==> src/shared/idc_pkg.sv <==
// Constants, opcode patterns and decoded-instruction types for the instruction decoder.
package idc_pkg;

    // One instruction cycle is this many oscillator clocks.
    localparam int unsigned OSC_PER_CYC = 4;
    localparam logic [1:0] PHASE_LAST = 2'(OSC_PER_CYC - 1);
    localparam logic [1:0] PHASE_RST = 2'h0;

    localparam int unsigned INSTR_W = 14;
    localparam int unsigned FILE_W = 7;
    localparam int unsigned BITN_W = 3;
    localparam int unsigned LIT8_W = 8;
    localparam int unsigned LIT11_W = 11;

    // Field positions inside the instruction word.
    localparam int unsigned DEST_POS = 7;
    localparam int unsigned BITN_LSB = 7;
    localparam int unsigned BITWR_POS = 11;
    localparam int unsigned INC_PTR_POS = 2;
    localparam int unsigned OFS_PTR_POS = 6;

    // File address range and the indirect register locations.
    localparam logic [6:0] FILE_ADDR_MAX = 7'h7F;
    localparam logic [5:0] IND_ADDR_HI = 6'h00;

    // Opcode patterns, matched as (word & mask) == value.
    localparam logic [13:0] M_FULL = 14'h3FFF;
    localparam logic [13:0] V_RET = 14'h0008;
    localparam logic [13:0] V_RETINT = 14'h0009;
    localparam logic [13:0] V_CALL_WORK = 14'h000A;
    localparam logic [13:0] V_BR_WORK = 14'h000B;
    localparam logic [13:0] M_ABS = 14'h3800;
    localparam logic [13:0] V_CALL = 14'h2000;
    localparam logic [13:0] V_JUMP = 14'h2800;
    localparam logic [13:0] M_RETLIT = 14'h3F00;
    localparam logic [13:0] V_RETLIT = 14'h3400;
    localparam logic [13:0] M_BRREL = 14'h3E00;
    localparam logic [13:0] V_BRREL = 14'h3200;
    localparam logic [13:0] M_PTRINC = 14'h3FF0;
    localparam logic [13:0] V_PTRINC = 14'h0010;
    localparam logic [13:0] M_PTROFS = 14'h3F00;
    localparam logic [13:0] V_PTROFS = 14'h3F00;
    localparam logic [13:0] M_SKZ = 14'h3F00;
    localparam logic [13:0] V_DEC_SKZ = 14'h0B00;
    localparam logic [13:0] V_INC_SKZ = 14'h0F00;
    localparam logic [13:0] M_BITSKIP = 14'h3800;
    localparam logic [13:0] V_BITSKIP = 14'h1800;

    localparam logic [1:0] GRP_00 = 2'h0;
    localparam logic [1:0] GRP_BIT = 2'h1;
    localparam logic [1:0] GRP_11 = 2'h3;

    typedef enum logic [1:0] {
        CAT_BYTE = 2'b00,
        CAT_BIT = 2'b01,
        CAT_LIT = 2'b10
    } idc_cat_t;

    typedef enum logic [1:0] {
        ST_EXEC = 2'b00,
        ST_STALL = 2'b01,
        ST_FLUSH = 2'b10
    } idc_state_t;

    typedef struct packed {
        idc_cat_t cat;
        logic dest_file;
        logic [FILE_W-1:0] file_addr;
        logic [BITN_W-1:0] bit_num;
        logic ptr_num;
        logic [1:0] pointer_update_mode;
        logic [LIT8_W-1:0] lit8;
        logic [LIT11_W-1:0] lit11;
        logic file_rd;
        logic wr_work;
        logic wr_file;
        logic two_cyc;
        logic skip_type;
        logic ind_ref;
    } idc_dec_t;

endpackage

==> src/verilog/idc_decoder.sv <==
// Instruction decoder and instruction-cycle sequencer for the 14-bit core.
//
// What this block does
// RULE1 - Take each 14-bit word whole per instruction.
// RULE2 - Sort words into byte, bit, literal groups.
// RULE3 - Ordinary instructions finish in one cycle.
// RULE4 - Both subroutine calls take two cycles.
// RULE5 - All three return kinds take two cycles.
// RULE6 - Jumps, branches, taken skips take two cycles.
// RULE7 - Indirect access to program memory adds one.
// RULE8 - Instruction cycle is four oscillator clocks.
// RULE9 - File-naming instructions always read the register.
// RULE10 - Destination bit picks working or file register.
// RULE11 - File address spans 0x00 to 0x7F.
// RULE12 - Bit number picks one of eight bits.
// RULE13 - Pointer number selects pointer zero or one.
// RULE14 - Two-bit mode picks pre/post increment/decrement.
// RULE15 - Bit ops hold 3-bit number, 7-bit address.
// RULE16 - General literals take the low eight bits.
// RULE17 - Absolute call and jump take 11-bit target.
// RULE18 - Second cycle discards prefetch, acts as no-op.
`timescale 1ns/1ps

module idc_decoder
    import idc_pkg::*;
(
    input wire logic ref_clk_i,
    input wire logic nrst_i,
    input wire logic clk_en_i,
    input wire logic [INSTR_W-1:0] instr_i,
    input wire logic instr_valid_i,
    input wire logic skip_taken_i,
    input wire logic [1:0] ptr_in_prog_i,
    output logic fetch_o,
    output logic cycle_end_o,
    output logic [1:0] phase_o,
    output idc_dec_t dec_o,
    output logic exec_o,
    output logic nop_o,
    output logic stall_o,
    output logic [1:0] last_cycles_o
);

    function automatic logic op_is(input logic [INSTR_W-1:0] w, input logic [INSTR_W-1:0] m,
                                   input logic [INSTR_W-1:0] v);
        op_is = (w & m) == v;
    endfunction

    function automatic idc_dec_t idc_decode(input logic [INSTR_W-1:0] w);
        idc_dec_t r;
        logic byte_op;
        logic bit_op;
        logic ptr_inc;
        logic ptr_ofs;
        r = '0;
        // RULE2 group sort
        byte_op = (w[13:12] == GRP_00 && w[13:7] != 7'h00)
                  || (w[13:12] == GRP_11 && (w[11:8] == 4'h5 || w[11:8] == 4'h6
                  || w[11:8] == 4'h7 || w[11:8] == 4'hB || w[11:8] == 4'hD));
        bit_op = w[13:12] == GRP_BIT;
        ptr_inc = op_is(w, M_PTRINC, V_PTRINC);
        ptr_ofs = op_is(w, M_PTROFS, V_PTROFS);
        r.cat = byte_op ? CAT_BYTE : (bit_op ? CAT_BIT : CAT_LIT);
        // RULE11 file address field
        r.file_addr = w[FILE_W-1:0] & FILE_ADDR_MAX;
        // RULE12 bit number field
        // RULE15 bit op layout
        r.bit_num = w[BITN_LSB +: BITN_W];
        // RULE16 eight-bit literal
        r.lit8 = w[LIT8_W-1:0];
        // RULE17 eleven-bit target
        r.lit11 = w[LIT11_W-1:0];
        // RULE14 pointer update mode
        r.pointer_update_mode = w[1:0];
        // RULE13 pointer select
        r.ptr_num = ptr_inc ? w[INC_PTR_POS] : (ptr_ofs ? w[OFS_PTR_POS] : w[0]);
        // RULE9 read before modify
        r.file_rd = byte_op || bit_op;
        // RULE10 destination steering
        r.dest_file = byte_op && w[DEST_POS];
        r.wr_work = byte_op && !w[DEST_POS];
        r.wr_file = (byte_op && w[DEST_POS]) || (bit_op && !w[BITWR_POS]);
        // RULE4 calls take two
        // RULE5 returns take two
        // RULE6 jumps and branches take two
        r.two_cyc = op_is(w, M_ABS, V_CALL) || op_is(w, M_FULL, V_CALL_WORK)
                    || op_is(w, M_FULL, V_RET) || op_is(w, M_RETLIT, V_RETLIT)
                    || op_is(w, M_FULL, V_RETINT) || op_is(w, M_ABS, V_JUMP)
                    || op_is(w, M_BRREL, V_BRREL) || op_is(w, M_FULL, V_BR_WORK);
        // RULE6 conditional skips
        r.skip_type = op_is(w, M_BITSKIP, V_BITSKIP) || op_is(w, M_SKZ, V_DEC_SKZ)
                      || op_is(w, M_SKZ, V_INC_SKZ);
        r.ind_ref = ((byte_op || bit_op) && w[FILE_W-1:1] == IND_ADDR_HI) || ptr_inc || ptr_ofs;
        idc_decode = r;
    endfunction

    idc_state_t state_q;
    idc_state_t state_d;
    logic [1:0] phase_q;
    idc_dec_t dec_q;
    logic valid_q;
    logic flush_pend_q;
    logic [1:0] cyc_cnt_q;
    logic [1:0] last_cyc_q;

    wire logic cyc_end;
    wire logic in_exec;
    wire logic need_ind;
    wire logic need_flush;
    wire logic take_word;
    wire logic [1:0] cyc_cnt_inc;

    // RULE8 four clocks per cycle
    assign cyc_end = clk_en_i && phase_q == PHASE_LAST;
    assign in_exec = state_q == ST_EXEC;
    // RULE7 indirect into program memory
    assign need_ind = in_exec && valid_q && dec_q.ind_ref && ptr_in_prog_i[dec_q.ptr_num];
    // RULE3 others end in one
    assign need_flush = valid_q && (dec_q.two_cyc || (dec_q.skip_type && skip_taken_i));
    assign cyc_cnt_inc = 2'(cyc_cnt_q + 2'h1);

    always_comb
    begin
        state_d = state_q;
        case (state_q)
            ST_EXEC:
            begin
                if (need_ind)
                    state_d = ST_STALL;
                else if (need_flush)
                    state_d = ST_FLUSH;
            end
            ST_STALL:
            begin
                state_d = flush_pend_q ? ST_FLUSH : ST_EXEC;
            end
            ST_FLUSH:
            begin
                state_d = ST_EXEC;
            end
            default:
            begin
                state_d = ST_EXEC;
            end
        endcase
    end

    // RULE1 whole word per fetch
    assign take_word = cyc_end && state_d == ST_EXEC;

    always_ff @(posedge ref_clk_i or negedge nrst_i)
    begin
        if (!nrst_i)
            phase_q <= PHASE_RST;
        else if (clk_en_i)
            phase_q <= 2'(phase_q + 2'h1);
    end

    always_ff @(posedge ref_clk_i or negedge nrst_i)
    begin
        if (!nrst_i)
        begin
            state_q <= ST_EXEC;
            flush_pend_q <= 1'b0;
        end
        else if (cyc_end)
        begin
            state_q <= state_d;
            if (in_exec)
                flush_pend_q <= need_flush;
        end
    end

    // RULE18 prefetched word dropped
    always_ff @(posedge ref_clk_i or negedge nrst_i)
    begin
        if (!nrst_i)
        begin
            dec_q <= '0;
            valid_q <= 1'b0;
        end
        else if (take_word)
        begin
            dec_q <= idc_decode(instr_i);
            valid_q <= instr_valid_i;
        end
    end

    always_ff @(posedge ref_clk_i or negedge nrst_i)
    begin
        if (!nrst_i)
        begin
            cyc_cnt_q <= 2'h1;
            last_cyc_q <= 2'h0;
        end
        else if (cyc_end)
        begin
            if (state_d == ST_EXEC)
            begin
                cyc_cnt_q <= 2'h1;
                last_cyc_q <= valid_q ? cyc_cnt_q : 2'h0;
            end
            else
            begin
                cyc_cnt_q <= cyc_cnt_inc;
            end
        end
    end

    assign fetch_o = take_word;
    assign cycle_end_o = cyc_end;
    assign phase_o = phase_q;
    assign dec_o = dec_q;
    assign exec_o = in_exec && valid_q;
    // RULE18 no-op second cycle
    assign nop_o = state_q == ST_FLUSH;
    assign stall_o = state_q == ST_STALL;
    assign last_cycles_o = last_cyc_q;

endmodule
==> config.mk <==
export PLATFORM = sky130hd
export DESIGN_NAME = idc_decoder
export DESIGN_NICKNAME = d
export VERILOG_FILES = /design/src/shared/idc_pkg.sv /design/src/verilog/idc_decoder.sv
export SDC_FILE = /design/constraint.sdc
export NUM_CORES = 1
export LEC_CHECK = 0
export BUFFER_PORTS_ARGS = -buffer_cell sky130_fd_sc_hd__buf_2
export CAP_MARGIN = 10
export CORE_ASPECT_RATIO = 1.4
export CORE_MARGIN = 1
export CORE_UTILIZATION = 25
export DETAILED_ROUTE_END_ITERATION = 12
export PLACE_DENSITY_LB_ADDON = 0.05
export SYNTH_ARGS = -nofsm -noshare
export SYNTH_HDL_FRONTEND = slang
export SYNTH_SLANG_ARGS = --single-unit
==> constraint.sdc <==
create_clock -name ref_clk_i -period 1.6 [get_ports ref_clk_i]
set_input_delay 0.08 -clock ref_clk_i [delete_from_list [all_inputs] [get_ports ref_clk_i]]
set_output_delay 0.08 -clock ref_clk_i [all_outputs]
set_load 0.05 [all_outputs]
# After elaboration in Yosys (flattened, before gate mapping)
# Index checks and enable logic that the tools add are counted.
dict set report word_totals {
  ff_bits 51
  elab_cells 99
}
dict set report classes {
  add_sub_neg 2
  magnitude_cmp 1
  eq_ne 23
  muxes 12
  n_reduce_logical 41
}
# op n
set op_table {}
lappend op_table {{== test 14 x 4 -> 1 bit, second input constant} 4}
lappend op_table {{logical OR 1 bit} 19}
lappend op_table {{two-way mux 2 bit} 7}
lappend op_table {{logical AND 1 bit} 13}
lappend op_table {{== test 4 x 3 -> 1 bit, second input constant} 3}
lappend op_table {{== test 6 x 4 -> 1 bit, second input constant} 2}
lappend op_table {{== test 6 bit, second input constant} 2}
lappend op_table {{== test 10 x 1 -> 1 bit, second input constant} 1}
lappend op_table {{== test 4 bit, second input constant} 2}
lappend op_table {{nonzero test 7 bit} 1}
lappend op_table {{== test 2 bit, second input constant} 3}
lappend op_table {{== test 3 bit, second input constant} 2}
lappend op_table {{zero test 2 bit} 3}
lappend op_table {{zero test 6 bit} 1}
lappend op_table {{== test 5 bit, second input constant} 1}
lappend op_table {{adder 2 x 1 -> 2 bit, second input constant} 2}
lappend op_table {{== test 2 x 1 -> 1 bit, second input constant} 2}
lappend op_table {{two-way mux 1 bit} 4}
lappend op_table {{one-hot mux 2 bit (2 select lines)} 1}
lappend op_table {{AND reduction 2 bit} 2}
lappend op_table {{== test 3 x 2 -> 1 bit, second input constant} 1}
lappend op_table {{zero test 1 bit} 2}
lappend op_table {{less-than comparator 1 x 2 -> 1 bit, second input constant} 1}

# Longest topological paths before layout
dict set report depth {
  depth_word 11
  depth_mapped 8
  depth_no_buf 7
}

# Worst setup path before layout
# OpenSTA, ideal clock, no wires.
dict set report synth_timing {
  path_type {reg2reg}
  startpoint {reg phase_q[0], in the netlist phase_o[0]}
  endpoint {reg dec_q (netlist bit dec_o[39])}
  setup_ps 125
  t_arrival_ps 2318
  required_time_ps 1475
  setup_slack_ps -843
  stages_incl_launch_ff 9
  path_buffers 1
  path_cell_list {dfrtp_1 ha_1 nand2_1 inv_1 o21a_4 nand2_4 inv_2 buf_6 mux2_4}
}
dict set report synth_via {
  elab_chain_cells 3
}
# element line
set synth_lines {}
lappend synth_lines {{start: declaration} idc_decoder.sv:99} ;# logic [1:0] phase_q;
lappend synth_lines {{start signal: assignment} idc_decoder.sv:156} ;# phase_q <= 2'(phase_q + 2'h1);
lappend synth_lines {{== test 2 bit} idc_decoder.sv:114} ;# assign cyc_end = clk_en_i && phase_q == PHASE_LAST;
lappend synth_lines {{logical AND 1 bit} idc_decoder.sv:114}
lappend synth_lines {{named net cycle_end_o} idc_decoder.sv:35} ;# output logic cycle_end_o,
lappend synth_lines {{logical AND 1 bit} idc_decoder.sv:149} ;# assign take_word = cyc_end && state_d == ST_EXEC;
lappend synth_lines {{named net fetch_o} idc_decoder.sv:34} ;# output logic fetch_o,
lappend synth_lines {{end signal: assignment} idc_decoder.sv:184} ;# dec_q <= idc_decode(instr_i);
lappend synth_lines {{end: declaration} idc_decoder.sv:100} ;# idc_dec_t dec_q;
# The timed path passes the listed nets, and every way through them passes these cells.
# A chain may end at the register's enable or synchronous reset.

# Worst setup path in the final report
dict set report layout_timing {
  startpoint {reg state_q[0]}
  endpoint {reg dec_q (netlist bit dec_o[32])}
}
dict set report layout_via {
  elab_chain_cells 8
}
# element line
set layout_lines {}
lappend layout_lines {{start: declaration} idc_decoder.sv:97} ;# idc_state_t state_q;
lappend layout_lines {{start signal: assignment} idc_decoder.sv:168} ;# state_q <= state_d;
lappend layout_lines {{zero test 2 bit} {idc_decoder.sv:115, idc_decoder.sv:125}}
lappend layout_lines {{logical AND 1 bit (3 in series)} idc_decoder.sv:117} ;# assign need_ind = in_exec && valid_q && dec_q.ind_ref && ptr_in_prog_i[dec_q.ptr_num];
lappend layout_lines {{two-way mux 2 bit} idc_decoder.sv:128} ;# if (need_ind)
lappend layout_lines {{one-hot mux 2 bit (2 select lines) (*)} idc_decoder.sv:125} ;# case (state_q)
lappend layout_lines {{zero test 2 bit (*)} idc_decoder.sv:149}
lappend layout_lines {{logical AND 1 bit (*)} idc_decoder.sv:149}
# Every way passes the cells marked *; elsewhere a longest branch is shown, timed or not.

==> impl_metrics.toml <==
[status]
status = "finished with violations"
violations = "setup timing"

[logic_synthesis]
yosysSeqAreaShare_pct = 45.0
synthArstFlopShare_pct = 100
synth_xor_xnor_area_share_pct = 0.507
synth_ff_type = "dfrtp_1"
syn-num-nets = 178
synthTopCellsByArea = "dfrtp_1 43%, mux2_2 12%, buf_4 9.1%"
synth-simple-area-share_pct = 14.3
synth_edf_count = 0
synth_top_area_cell = "dfrtp_1"
synth_compound_area_share_pct = 13.7
yosys.area.top_type_share_pct = 43.5
synthCells = 156
synth.distinct_cells = 43
synthMuxAreaShare_pct = 13.8
ys_warn_count = 0
avgSynthCellArea_um2 = 11.1
syn-cell-area_um2 = 1730
synthAdderAreaFrac_pct = 0.725
ys_ff_latch = 31
synth_top_family_by_area = "simple AND/OR/NAND/NOR gates"

[final_layout]
final_nets = 257
diodes = 0
area_delta_synth_final_pct = 41.2
drive_above_1_share_pct = 61.4

[floorplanning]
die_x_um = 72.2
rows = 35
initial_core_util_pct = 26.1
die_y_um = 100
core_um2 = 6610
die-area_um2 = 7250
pin_count = 71

[critical_path]
crit_required_ns = 1.77
r2r_end = "dec_o[32]$_DFFE_PN0P_"
worstSetupEndpoint = "dec_o[32]$_DFFE_PN0P_"
reg2reg_from = "state_q[0]$_DFFE_PN0P_"
arrival_ns = 1.89
rr_worst_depth = 5
cp-end-kind = "flip-flop"
crit_type = "flip-flop to flip-flop"
crit_path_start_kind = "flip-flop"
worst-r2r-setup-slack_ns = -0.13
crit_start = "state_q[0]$_DFFE_PN0P_"
critPathMaxFanout = 11

[grt]
met3_usage_pct = 3.01
grt_pass1_wl_um = 7150
grtUsageMet2_pct = 23.4
top_usage_layer = "met2"
overflow = 0
grt_max_degree = 32
grt_pass1_vias = 1476
grt_util_met1_pct = 13.9
grt_use_total_pct = 12.8
antenna_found_initial = 0

[timing]
setup_viol_count_final = 16
drv_slew = 0
max_freq_ghz = 0.580
tightestPinTransition_ns = 0.736
hold_viol_final = 0
period_share_pct = 108
fin_skew_ns = 0.00799
setup_ws_ns = -0.125
layout_min_cycle_time_ns = 1.73
rsz0062_at_grt = "yes"
maxSlewHeadroom_pct = 51.0

[clock_network]
cts_root_buf = "clkbuf_8"
htreeDepth = 2
cts_tree = "done"
clock_latency_ns = 0.29
clkSlewWorstSetupHoldPaths_ns = 0.07
cts_buffers = 5
cts_num_sinks = 31
cts_buffer_depth = 2

[route]
first_pass_iters = 4
drc_errors = 0
ant_nets = 0
wl_um = 4380
vias_per_cell = 4.38
drt_iter0_markers = 36
wl_per_cell_um = 13.3
vias = 1436

[job]
maxCapViolCount = 0

[placed_design]
hpwl_um = 3340
place.gp.congestion = 0.756
dp_slack_ns = -0.120
port_buffers = 70

[min_path]
hold_path.class = "primary input to flip-flop"
cell families (layout without fill, tap and decap cells):
| group | Yosys count | in the layout |
|---|---|---|
| flops | 31 | 31 |
| buf+inv | 32 | 112 |
| mux | 21 | 21 |
| compound gates | 33 | 33 |
| fa+ha+maj | 1 | 1 |
| xor+xnor | 1 | 1 |
| simple gates | 37 | 37 |
cell usage in the layout, fill, tap and decap left out, drive strengths merged, types with 2 or more instances in the layout:
master / synthesis / routed
nor3: 2 / 2
nor2: 3 / 3
and3b: 3 / 3
o21ai: 6 / 6
clkbuf: 1 / 6
a31oi: 4 / 4
a211o: 2 / 2
nand2: 5 / 5
dfrtp: 30 / 30
or2: 2 / 2
inv: 9 / 8
o21a: 2 / 2
o31ai: 3 / 3
mux2: 19 / 19
a21oi: 12 / 12
nand3: 2 / 2
or4: 2 / 2
nor2b: 5 / 5
buf: 22 / 94
or3b: 2 / 2
nand4: 3 / 3
or3: 3 / 3
mux2i: 2 / 2
per-layer routing:
metal	vias up	part of all wire (%)
li1	700	-
met1	685	40
met4	0	1.3
met2	46	54
met5	-	0
met3	5	5.3
per-stage QoR:
stage | util [%] | cells | area (µm²) | hold WS [ns] | TNS (ns)
CTS | 36.4 | 328 | 2410 | 0.0183 | -1.60
global placement | 33.7 | 317 | 2230 | 0.180 | -1.28
detailed placement | 33.7 | 317 | 2230 | 0.198 | -1.67
floorplan | - | 156 | 1770 | -0.216 | -8.44
finish | 36.9 | 328 | 2440 | 0.0300 | -1.40
global route | 36.9 | 328 | 2440 | 0.0340 | -2.33
what timing repair did:
action / in CTS / in global routing
hold endpoints to repair: 30 / 0
gates resized for setup: 10 / 6
pin swaps: 2 / 0
setup endpoints to repair: 20 / 23
hold buffers: 1 / 0
buffers inserted: 2 / 0
sequential cells by signal (all words and copies together) (netlist names):
name           flops
last_cycles_o      2
phase_o            2
state_q            2
dec_o             21
cyc_cnt_q          2
flush_pend_q       1
valid_q            1
worst min-delay path by stage:
stage	start	to	slack [ns]	cells after the start
final	clk_en_i	phase_o[0]$_DFFE_PN0P_	0.03	2
after global routing	clk_en_i	phase_o[0]$_DFFE_PN0P_	0.03	2
after CTS	clk_en_i	phase_o[0]$_DFFE_PN0P_	0.02	2
after detailed placement	nrst_i	phase_o[0]$_DFFE_PN0P_	0.20	1
after global placement	nrst_i	phase_o[0]$_DFFE_PN0P_	0.18	1
after floorplan	nrst_i	cyc_cnt_q[1]$_DFFE_PN0P_	-0.22	0
critical path: stages (launching register included):
cell and delay [ns]:
dfrtp_1 0.39, or3b_4 0.42, o21a_4 0.22, nand2_4 0.11, buf_12 0.15, mux2_2 0.33
area by class of cell:
type	count	area, µm²
clock buffers	6	82.6
clock inverters	2	35.0
fillers	712	4180
inverters	9	45.0
multi-input cells	93	810
flip-flops and latches	31	781
well taps	92	115
repair buffers	95	569
synth_stat cells (2+ instances only):
cell,number
nand3_1,2
buf_4,21
or4_4,2
a31oi_1,2
a211o_1,2
and3b_1,3
dfrtp_1,30
nand4_1,3
inv_2,2
o21ai_0,6
mux2i_1,2
a21oi_1,12
nand2_1,4
o31ai_1,3
or2_2,2
nor2_1,3
or3_1,3
mux2_2,18
inv_1,7
nor2b_1,5
nor3_1,2
Power is not shown: default switching activity piles up to over one toggle a cycle in this logic, so the estimate is an artifact.
